[src/alrt_pkg.sv]
// Package for the alert limit and lowest-result tracking block
// Notes on behaviour
// - Under-range limit register at pointer 0x03, resets zero, limit in bits 11:2.
// - Raise under-range alert when a result is below the under-range limit.
// - Over-range limit register at pointer 0x04, resets 0x0fff, limit in bits 11:2.
// - Raise over-range alert when a result is above the over-range limit.
// - Hysteresis register at pointer 0x05, resets zero, value in bits 11:2.
// - An alert clears only when a result is inside its limit by more than hysteresis.
// - With alert hold set, alerts stay asserted and never self-clear.
// - Lowest-result register at pointer 0x06, resets 0x0fff, minimum in bits 11:2.
// - Each new result replaces the stored lowest result only when lower.
// - Writing 0x0fff to the lowest-result register restarts tracking from there.
// - Lowest result updates only in automatic conversion mode, never in normal mode.
// - Bits 15:12 and 1:0 read as zero; master writes zeros there. The bench writes 0x0fff to 0x06, with ones in bits 1:0.
// - Automatic mode runs only while the three-bit cycle-time field is non-zero.
package alrt_pkg;
	localparam logic [7:0]  ADDR_UNDER    = 8'h03;
	localparam logic [7:0]  ADDR_OVER     = 8'h04;
	localparam logic [7:0]  ADDR_HYST     = 8'h05;
	localparam logic [7:0]  ADDR_LOWEST   = 8'h06;
	localparam logic [15:0] RST_UNDER     = 16'h0000;
	localparam logic [15:0] RST_OVER      = 16'h0fff;
	localparam logic [15:0] RST_HYST      = 16'h0000;
	localparam logic [15:0] RST_LOWEST    = 16'h0fff;
	localparam int          FIELD_LSB     = 2;
	localparam int          FIELD_MSB     = 11;
	localparam int          RES_W         = 10;

	// Register access from the bus protocol engine
	typedef struct packed {
		logic        wrEn;
		logic [7:0]  ptr;
		logic [15:0] wrData;
	} alrt_regwr_s;

	// Result from the converter and configuration settings
	typedef struct packed {
		logic             valid;
		logic [RES_W-1:0] value;
	} alrt_result_s;

	typedef struct packed {
		logic [2:0] cycleTime;
		logic       alertHold;
	} alrt_cfg_s;
endpackage

[src/alrt_limit_track.sv]
// Alert limit, hysteresis and lowest-result tracking registers
`timescale 1ns/1ps
`default_nettype none
module alrt_limit_track (
	input  wire logic                   core_clk,
	input  wire logic                   rst,
	input  wire logic                   clkEn,
	input  wire alrt_pkg::alrt_regwr_s  regWr,
	input  wire logic [7:0]             rdPtr,
	output logic [15:0]                 rdData,
	output logic                        rdHit,
	input  wire alrt_pkg::alrt_result_s result,
	input  wire alrt_pkg::alrt_cfg_s    cfg,
	output logic                        underAlert,
	output logic                        overAlert
);
	import alrt_pkg::*;

	logic [RES_W-1:0] underQ, overQ, hystQ, lowestQ;
	logic             underAlertQ, overAlertQ;
	logic [15:0]      rdDataQ;
	logic             rdHitQ;

	// Write decode; pointer comes from the protocol engine
	wire wrUnder  = regWr.wrEn && regWr.ptr == ADDR_UNDER;
	wire wrOver   = regWr.wrEn && regWr.ptr == ADDR_OVER;
	wire wrHyst   = regWr.wrEn && regWr.ptr == ADDR_HYST;
	wire wrLowest = regWr.wrEn && regWr.ptr == ADDR_LOWEST;
	wire [RES_W-1:0] wrField = regWr.wrData[FIELD_MSB:FIELD_LSB];

	// Comparisons, widened by one bit so the sum cannot wrap; the difference is used only when overW > hystW
	wire [RES_W:0] res     = {1'b0, result.value};
	wire [RES_W:0] underW  = {1'b0, underQ};
	wire [RES_W:0] overW   = {1'b0, overQ};
	wire [RES_W:0] hystW   = {1'b0, hystQ};
	wire [RES_W:0] underHi = underW + hystW;
	wire           isBelow = res < underW;
	wire           isAbove = res > overW;
	wire           underOk = res > underHi;
	wire           overOk  = (overW > hystW) && (res < overW - hystW);
	wire           autoMode = cfg.cycleTime != 3'h0;
	wire           newLow   = result.value < lowestQ;

	// Next alert states, evaluated once per completed result
	wire underAlertD = isBelow ? 1'b1 :
		(underAlertQ && (cfg.alertHold || !underOk));
	wire overAlertD  = isAbove ? 1'b1 :
		(overAlertQ && (cfg.alertHold || !overOk));

	// Read mux with reserved bits as zero
	logic [RES_W-1:0] rdField;
	logic             rdSel;
	always_comb begin
		rdSel   = 1'b1;
		rdField = '0;
		case (rdPtr)
			ADDR_UNDER:  rdField = underQ;
			ADDR_OVER:   rdField = overQ;
			ADDR_HYST:   rdField = hystQ;
			ADDR_LOWEST: rdField = lowestQ;
			default:     rdSel   = 1'b0;
		endcase
	end

	// Limit and hysteresis registers
	always_ff @(posedge core_clk or posedge rst) begin
		if (rst) begin
			underQ <= RST_UNDER[FIELD_MSB:FIELD_LSB];
			overQ  <= RST_OVER[FIELD_MSB:FIELD_LSB];
			hystQ  <= RST_HYST[FIELD_MSB:FIELD_LSB];
		end else if (clkEn) begin
			if (wrUnder) underQ <= wrField;
			if (wrOver)  overQ  <= wrField;
			if (wrHyst)  hystQ  <= wrField;
		end
	end

	// Lowest result; a software write takes priority over tracking
	always_ff @(posedge core_clk or posedge rst) begin
		if (rst) begin
			lowestQ <= RST_LOWEST[FIELD_MSB:FIELD_LSB];
		end else if (clkEn) begin
			if (wrLowest) begin
				lowestQ <= wrField;
			end else if (result.valid && autoMode && newLow) begin
				lowestQ <= result.value;
			end
		end
	end

	// Alert flags, updated only on a completed result
	always_ff @(posedge core_clk or posedge rst) begin
		if (rst) begin
			underAlertQ <= 1'b0;
			overAlertQ  <= 1'b0;
		end else if (clkEn && result.valid) begin
			underAlertQ <= underAlertD;
			overAlertQ  <= overAlertD;
		end
	end

	// Registered read data
	always_ff @(posedge core_clk or posedge rst) begin
		if (rst) begin
			rdDataQ <= 16'h0000;
			rdHitQ  <= 1'b0;
		end else if (clkEn) begin
			rdDataQ <= {4'h0, rdField, 2'h0};
			rdHitQ  <= rdSel;
		end
	end

	assign rdData     = rdDataQ;
	assign rdHit      = rdHitQ;
	assign underAlert = underAlertQ;
	assign overAlert  = overAlertQ;
endmodule
`default_nettype wire

[config.mk]
export PLATFORM = sky130hd
export DESIGN_NAME = alrt_limit_track
export DESIGN_NICKNAME = d
export VERILOG_FILES = /design/src/alrt_pkg.sv /design/src/alrt_limit_track.sv
export SDC_FILE = /design/constraint.sdc
export NUM_CORES = 1
export LEC_CHECK = 0
export CAP_MARGIN = 25
export CORE_MARGIN = 2
export CORE_UTILIZATION = 40
export CTS_CLUSTER_SIZE = 12
export DETAILED_ROUTE_END_ITERATION = 10
export DONT_BUFFER_PORTS = 1
export GPL_ROUTABILITY_DRIVEN = 0
export MAX_ROUTING_LAYER = met4
export PLACE_DENSITY_LB_ADDON = 0.25
export SLEW_MARGIN = 20
export SYNTH_ARGS = -nofsm -noshare
export SYNTH_HDL_FRONTEND = slang
export SYNTH_SLANG_ARGS = --single-unit
[constraint.sdc]
create_clock -name core_clk -period 3.65 [get_ports core_clk]
set_clock_uncertainty 0.15 [all_clocks]
set_input_delay 0.1825 -clock core_clk [delete_from_list [all_inputs] [get_ports core_clk]]
set_output_delay 0.1825 -clock core_clk [all_outputs]
set_load 0.02 [all_outputs]
# --- Word-level counts from Yosys, hierarchy flattened ---
# Cells that the tools add are included.
word_totals:
  register_bits: 53
  in_bits: 51
  out_inout_bits: 19
  word_cells: 51
classes:
  n_addsub: 2
  order_cmp: 6
  eq_ne: 8
  n_mux: 6
  n_reduce_logical: 21
ops:
  columns: ["cell", "count"]
  rows:
  - ["$eq A8 B3 Y1 const B", 6]
  - ["$pmux W10 S4", 1]
  - ["$gt A10 B10 Y1", 2]
  - ["$lt A10 B10 Y1", 2]
  - ["$mux W10", 2]
  - ["$eq A8 B2 Y1 const B", 2]
  - ["$add A10 B10 Y11", 1]
  - ["$gt A10 B11 Y1", 1]
  - ["$lt A10 B11 Y1", 1]
  - ["$sub A10 B10 Y11", 1]
  - ["$logic_and A1 B1 Y1", 10]
  - ["$reduce_and A2 Y1", 4]
  - ["$reduce_or A4 Y1", 1]
  - ["$mux W1", 3]
  - ["$reduce_bool A3 Y1", 1]
  - ["$logic_not A1 Y1", 2]
  - ["$logic_or A1 B1 Y1", 2]
  - ["$reduce_bool A2 Y1", 1]

# --- Logic depth before layout (Yosys ltp) ---
# Gate-level depths: netlist (run 1).
logic_depth:
  depth_word: 7
  mapped_depth: 14
  ltp_nobuf: 14

# --- Least setup slack after synthesis (run 1) ---
# No wires, ideal clock.
synth_path:
  kind: "reg2reg"
  startpoint: "reg overQ[0]"
  endpoint: "reg overAlertQ (netlist: overAlert)"
  setup_ps: 126
  arrival_ps: 2873
  required_time_ps: 3374
  setup_slack_ps: 501
  path_stages_with_launch: 14
  period_less_slack_ps: 3149
  path_cell_list: "dfstp_2 -> inv_1 -> ha_1 -> inv_1 -> fa_1 -> a211o_1 -> a21boi_0 -> nor2_1 -> o31ai_1 -> xnor2_1 -> ha_1 -> a2111oi_0 -> a211oi_1 -> a221o_1"
synth_via:
  elab_chain_len: 7
  elab_cells_between_ends: 9
  cone_classes: "1 x add/sub; 3 x order compare; 1 x mux; 4 x reduce/logical"
synth_lines:
  columns: ["item", "line_no", "source"]
  rows:
  - ["start: declaration", "alrt_limit_track.sv:19", "logic [RES_W-1:0] underQ, overQ, hystQ, lowestQ;"]
  - ["start signal: assignment", "alrt_limit_track.sv:69", "overQ <= RST_OVER[FIELD_MSB:FIELD_LSB];"]
  - ["start signal: assignment", "alrt_limit_track.sv:73", "if (wrOver) overQ <= wrField;"]
  - ["$sub A10 B10 Y11", "alrt_limit_track.sv:40", "wire overOk = (overW > hystW) && (res < overW - hystW);"]
  - ["$lt A10 B11 Y1", "alrt_limit_track.sv:40", null]
  - ["$logic_and A1 B1 Y1", "alrt_limit_track.sv:40", null]
  - ["$logic_not A1 Y1", "alrt_limit_track.sv:48", "(overAlertQ && (cfg.alertHold || !overOk));"]
  - ["$logic_or A1 B1 Y1", "alrt_limit_track.sv:48", null]
  - ["$logic_and A1 B1 Y1", "alrt_limit_track.sv:48", null]
  - ["$mux W1 *", "alrt_limit_track.sv:47", "wire overAlertD = isAbove ? 1'b1 :"]
  - ["end signal: assignment", "alrt_limit_track.sv:98", "overAlertQ <= overAlertD;"]
  - ["end: declaration", "alrt_limit_track.sv:20", "logic underAlertQ, overAlertQ;"]
# Every way passes the cells marked *; elsewhere a longest branch is shown, timed or not.
# A chain may end at the register's enable or synchronous reset.

# --- Worst setup path in the final report (run 1) ---
# Same ends and word-level chain as after synthesis.

==> out/metrics.cfg, run 1 <==
[status]
outcome = complete, no violations

[yosys]
async_reset_ff_share_pct = 100
yosys.area.top_type_share_pct = 19.1
syn_inst = 482
yosysTopAreaCell = ha_1
synth_common_cells = 67 x ha_1, 53 x nand2_1, 50 x inv_1
syn_avg_cell_area_sq_um = 9.10
synth.cell_area_sq_um = 4390
synth_edf_count = 0
synth_most_common_cell = ha_1
synth-seq-cells = 53
yosysUniqueCellTypes = 54
synth.yosys.seq_area_share_pct = 30.8
synthTopCellsByArea = ha_1 19%, dfrtp_1 19%, dfstp_2 12%
synth_flop_cell = dfrtp_1
yosys_warnings = 0

[sta]
worst_slew_pin_slew_ns = 0.613
tns_ns = 0
hold_violations = 0
maxSlewViolCount = 0
finalCritPeriodShare_pct = 92.4
slew_headroom_pct = 58.8
fmax_mhz = 297
setup_viol = 0
rsz0062_at_grt = no
fin_crit_ns = 3.37

[global_routing]
grt.overflow.total = 0
grt_pass1_vias = 3616
track_usage_pct = 22.2
grt_max_degree = 29
antenna_found_initial = 0
grt_pass1_wl_um = 19300

[min_path]
hold_depth = 4
whs_endpoint = underAlert$_DFFE_PP0P_
hp-class = in2reg
min-delay-start = cfg[0]

[route]
ant_nets = 0
drc_errors = 0
routedWlPerCell_um = 19.0
wl_um = 12300
num_vias = 3779
detail_route.iter0.violations = 259
drtPass1Iterations = 4
vias_per_cell = 5.81

[clock_tree]
clkSinkCount = 53
htreeDepth = 2
clk_latency_ns = 0.32
clockRootBuffer = clkbuf_8
path_clk_slew_ns = 0.10
cts_max_path_buffers = 2
post_cts_buffers = 0
cts_buffers = 5
cts_tree = built

[worst_setup_path]
end_kind = flip-flop
required_ns = 3.71
r2r_slack_ns = 0.28
reg2reg_depth = 13
r2r_end = overAlert$_DFFE_PP0P_
cp-start-kind = flip-flop
crit_type = reg2reg
worstPathCellList = inv_1 -> ha_1 -> inv_1 -> fa_1 -> a211o_1 -> a21boi_1 -> nor2_1 -> o31ai_1 -> xnor2_1 -> ha_1 -> a2111oi_0 -> a211oi_1 -> a221o_1
rr_startpoint = overQ[0]$_DFFE_PP1P_
crit_arrival_ns = 3.44
crit_path_max_incr_delay_ns = 0.42
critPathMaxFanout = 3
worst_path_max_delay_cell = fa_1

[floorplan]
start_util_pct = 40.7
die_area_sq_um = 11800
fp.dieW_um = 109
io_pins = 70
die_h_um = 109
coreArea_sq_um = 10800
rows = 38

[final_layout]
nNetsFinal = 629
diodes = 0
syn_to_final_growth_pct = 12.7
stdcell_area_sq_um = 4940
fillers = 1060
layout-drive-gt1-share_pct = 11.0

[place]
placed_cell_area_sq_um = 4570
hpwlAfterDp_um = 9480
portBuffers = 0

[power_and_ir_drop]
p_per_area_nw_per_um2 = 382
leakage_nw = 2.34
peakVddDrop_v = 0.000197

[flow_run]
cap_violations = 0

## worst max path at each step
stage | from | end | slack (ns) | depth (start not counted)
after floorplan | overQ[0]$_DFFE_PP1P_ | overAlert$_DFFE_PP0P_ | 0.50 | 13
after global placement | overQ[0]$_DFFE_PP1P_ | overAlert$_DFFE_PP0P_ | 0.28 | 13
after detailed placement | overQ[0]$_DFFE_PP1P_ | overAlert$_DFFE_PP0P_ | 0.18 | 13
after CTS | overQ[0]$_DFFE_PP1P_ | overAlert$_DFFE_PP0P_ | 0.17 | 13
after global routing | overQ[0]$_DFFE_PP1P_ | overAlert$_DFFE_PP0P_ | 0.05 | 13
final | overQ[0]$_DFFE_PP1P_ | overAlert$_DFFE_PP0P_ | 0.28 | 13
## sequential cells by signal (all words and copies together), names as in the netlist
register / count
underQ: 10
hystQ: 10
rdHit: 1
overQ: 10
underAlert: 1
overAlert: 1
rdData: 10
lowestQ: 10
## routing by layer
layer  track usage [%]  vias to the layer above  share of wire, %
li1                  -                     1817                 -
met1              28.0                     1828                44
met2              36.3                      107                48
met3              4.54                       27               4.9
met4              6.04                        0               2.4
met5                 -                        -                 0
## metrics by stage
| stage | total power, W | setup WS [ns] | hold WS (ns) | utilization (%) | instances |
|---|---|---|---|---|---|
| after global placement | 0.00136 | 0.275 | 0.0168 | 42.3 | 619 |
| final | 0.00189 | 0.278 | 0.0805 | 45.8 | 650 |
| after floorplan | 0.00124 | 0.501 | 0.142 | - | 487 |
| after CTS | 0.00190 | 0.167 | 0.0713 | 45.7 | 650 |
| after detailed placement | 0.00139 | 0.184 | 0.0193 | 42.3 | 619 |
| after global routing | 0.00202 | 0.0480 | 0.0925 | 45.8 | 650 |
## repair_timing
item                                   CTS  global route
gates resized for setup                  0             1
endpoints found under the hold margin   59             0
setup endpoints to repair                0             1
hold buffers                            23             0
## critical path, delay by kind of cell, from the launching register on
family / cells / cell delay (ns)
compound gates: 6 / 1.55
xor+xnor: 1 / 0.16
fa+ha+maj: 3 / 0.84
buf+inv: 2 / 0.12
flops: 1 / 0.40
simple gates: 1 / 0.06
## cell type report
class | instances | area, sq um | share of cell area, %
timing repair buffer | 31 | 290 | 5.87
clock inverter | 3 | 65.1 | 1.32
multi-input combinational | 368 | 2810 | 56.7
sequential | 53 | 1350 | 27.3
tap | 140 | 175 | 3.54
clock buffer | 5 | 68.8 | 1.39
inverter | 50 | 188 | 3.80
## cell families (layout without fill, tap and decap cells)
| family | after synthesis | after routing | synth area share (%) |
|---|---|---|---|
| compound gates | 131 | 131 | 21.3 |
| xor+xnor | 14 | 14 | 2.79 |
| fa+ha+maj | 69 | 69 | 20.0 |
| buf+inv | 66 | 89 | 6.19 |
| flops | 53 | 53 | 30.8 |
| mux | 11 | 11 | 2.82 |
| other cells | 1 | 6 | 0.0855 |
| simple gates | 137 | 137 | 16.0 |
## power breakdown
group	internal [W]	leakage (nW)	switching (W)	total, W
Clock	0.000273	0.0681	0.000207	0.000480
Combinational	0.000295	1.66	0.000328	0.000623
Sequential	0.000703	0.618	0.0000842	0.000787
## layout by cell type (no fill, tap or decap), drive strengths merged, types with 10 or more instances in the layout
cell,instances
a21oi,25
a221o,11
a222oi,10
a22o,10
and2,10
dfrtp,33
dfstp,20
dlygate4sd3,23
ha,67
inv,50
mux2,11
nand2,53
nand3,13
nor2,20
o21ai,27
Note: power is estimated with default switching activity, not from simulation.
==> run 2: changes to the inputs <==
--- a/config.mk
+++ b/config.mk
@@ -14,6 +14,7 @@
 export GPL_ROUTABILITY_DRIVEN = 0
 export MAX_ROUTING_LAYER = met4
 export PLACE_DENSITY_LB_ADDON = 0.25
+export REMOVE_ABC_BUFFERS = 1
 export SLEW_MARGIN = 20
 export SYNTH_ARGS = -nofsm -noshare
 export SYNTH_HDL_FRONTEND = slang
==> run 2 against run 1 <==
  * Maximum frequency is 0.88% higher
  * Count of clock-buffer cells in the layout is 1 higher
  * Critical endpoint unchanged
  * Sequential share of layout area is 0.22 points higher
  * Sequential power is 0.5% lower
==> out/metrics.cfg, run 2 (synthesis results as in run 1) <==
[power_and_ir_drop]
p_per_area_nw_per_um2 = 366  ; was 382 nW/um^2
total_power_w = 0.00179  ; was 0.00189 W
peakVddDrop_v = 0.000185  ; was 0.000197 V
leakage_nw = 2.33  ; was 2.34 nW

[flow_run]
cap_violations = 0  ; unchanged

[sta]
worst_slew_pin_slew_ns = 0.904  ; was 0.613 ns
slew_headroom_pct = 39.2  ; was 58.8%
rsz0062_at_grt = no  ; unchanged
fin_crit_ns = 3.34  ; was 3.37 ns
maxSlewViolCount = 0  ; unchanged
setup_viol = 0  ; unchanged
hold_violations = 0  ; unchanged
fmax_mhz = 299  ; was 297 MHz
tns_ns = 0  ; unchanged
finalCritPeriodShare_pct = 91.6  ; was 92.4%

[route]
num_vias = 3700  ; was 3779
drtPass1Iterations = 8  ; was 4
detail_route.iter0.violations = 178  ; was 259
vias_per_cell = 5.70  ; was 5.81
ant_nets = 0  ; unchanged
wl_um = 11800  ; was 12300 um
drc_errors = 0  ; unchanged
routedWlPerCell_um = 18.1  ; was 19.0 um

[status]
outcome = complete, no violations  ; unchanged

[worst_setup_path]
crit_type = reg2reg  ; unchanged
critPathMaxFanout = 3  ; unchanged
required_ns = 3.72  ; was 3.71 ns
worstPathCellList = inv_1 -> ha_1 -> inv_1 -> fa_1 -> a211o_1 -> a21boi_0 -> nor2_1 -> o31ai_1 -> xnor2_1 -> ha_1 -> a2111oi_2 -> a211oi_1 -> a221o_1  ; was inv_1 -> ha_1 -> inv_1 -> fa_1 -> a211o_1 -> a21boi_1 -> nor2_1 -> o31ai_1 -> xnor2_1 -> ha_1 -> a2111oi_0 -> a211oi_1 -> a221o_1
cp-start-kind = flip-flop  ; unchanged
crit_path_max_incr_delay_ns = 0.42  ; about the same
worst_path_max_delay_cell = fa_1  ; unchanged
cp_top_family = compound AO/OA/AOI/OAI gates  ; unchanged
crit_arrival_ns = 3.41  ; was 3.44 ns
end_kind = flip-flop  ; unchanged
crit_buf_inv = 2  ; unchanged

[clock_tree]
htreeDepth = 2  ; unchanged
clk_latency_ns = 0.32  ; about the same
post_cts_buffers = 0  ; unchanged
cts_max_path_buffers = 2  ; unchanged
clockRootBuffer = clkbuf_8  ; unchanged
cts_buffers = 5  ; unchanged
clkSinkCount = 53  ; unchanged
cts_tree = built  ; unchanged
path_clk_slew_ns = 0.11  ; was 0.10 ns

[final_layout]
layout-drive-gt1-share_pct = 11.4  ; was 11.0%
final_common_cell = ha_1  ; unchanged
stdcell_count = 649  ; was 650
syn_to_final_growth_pct = 11.8  ; was 12.7%
final_core_util_pct = 45.4  ; was 45.8%
diodes = 0  ; unchanged
layout_common_cells = 67 x ha_1, 53 x nand2_1, 49 x inv_1, 33 x dfrtp_1, 27 x o21ai_0  ; unchanged
nNetsFinal = 628  ; was 629

[floorplan]
io_pins = 70  ; unchanged
die_h_um = 109  ; unchanged
start_util_pct = 40.7  ; unchanged
coreArea_sq_um = 10800  ; unchanged
fp.dieW_um = 109  ; unchanged
rows = 38  ; unchanged
die_area_sq_um = 11800  ; unchanged

[global_routing]
track_usage_pct = 21.9  ; was 22.2%
grt_pass1_wl_um = 19500  ; was 19300 um
grt.overflow.total = 0  ; unchanged
grt_max_degree = 31  ; was 29
grt_pass1_vias = 3827  ; was 3616
antenna_found_initial = 0  ; unchanged

[min_path]
hp-class = in2reg  ; unchanged

[place]
portBuffers = 0  ; unchanged
dp.cells = 619  ; unchanged
hpwlAfterDp_um = 9400  ; was 9480 um

[run 2: changes by cell type in the layout (fill, tap and decap cells not counted), sizes merged]
cell / change
bufinv: -2
clkbuf: +1
dlygate4sd3: -1
inv: +1
[run 2: worst paths after layout]
path	to	slack, ns	cells after the start	start
setup / recovery	overAlert$_DFFE_PP0P_	0.31	13	overQ[0]$_DFFE_PP1P_
hold / removal	overQ[9]$_DFFE_PP1P_	0.06	4	regWr[16]
setup reg to reg	overAlert$_DFFE_PP0P_	0.31	13	overQ[0]$_DFFE_PP1P_
hold reg to reg	overQ[5]$_DFFE_PP1P_	0.40	2	overQ[5]$_DFFE_PP1P_
max in group asynchronous	lowestQ[4]$_DFFE_PP1P_	2.28	3	rst
min in group asynchronous	rdHit$_DFFE_PP0P_	0.25	2	rst
[run 2: report_power, final]
| part | switching, W | total [W] | internal, W |
|---|---|---|---|
| Combinational | 0.000328 | 0.000629 | 0.000301 |
| Clock | 0.000223 | 0.000381 | 0.000158 |
| Sequential | 0.0000802 | 0.000783 | 0.000703 |
[run 2: area by class of cell]
cell class	instances	area, sq um
Clock inverter	2	17.5
Tap cell	140	175
Timing Repair Buffer	30	280
Clock buffer	6	82.6
Inverter	50	188
Fill cell	1061	5890
Multi-Input combinational cell	368	2810
Sequential cell	53	1350
[run 2: per-layer routing]
metal	wire, um	up-vias	GRT usage (%)	part of all wire (%)
li1	-	1822	-	-
met1	5460	1794	28.3	46
met2	5810	76	37.2	49
met3	382	8	2.51	3.2
met4	116	0	4.21	0.99
met5	0	-	-	0
[run 2: what timing repair did]
action                                  4_1_cts  5_1_grt
endpoints found under the setup margin        0        2
hold buffers                                 22        0
resized for setup                             0        3
endpoints found under the hold margin        61        0
[run 2: stage by stage]
| stage | hold slack [ns] | setup WS [ns] | cell area, sq um |
|---|---|---|---|
| 2_1_floorplan | 0.142 | 0.501 | 4320 |
| 3_3_place_gp | 0.0514 | 0.291 | 4570 |
| 3_5_place_dp | 0.0577 | 0.230 | 4570 |
| 4_1_cts | 0.0588 | 0.219 | 4890 |
| 5_1_grt | 0.0829 | 0.0711 | 4900 |
| 6_report | 0.0598 | 0.308 | 4900 |
[run 2: tightest hold or removal path: cells and delay by family]
family | cells | cell delay, ns
AO/OA/AOI/OAI | 1 | 0.07
buffers and inverters | 1 | 0.18
AND/OR/NAND/NOR | 2 | 0.09
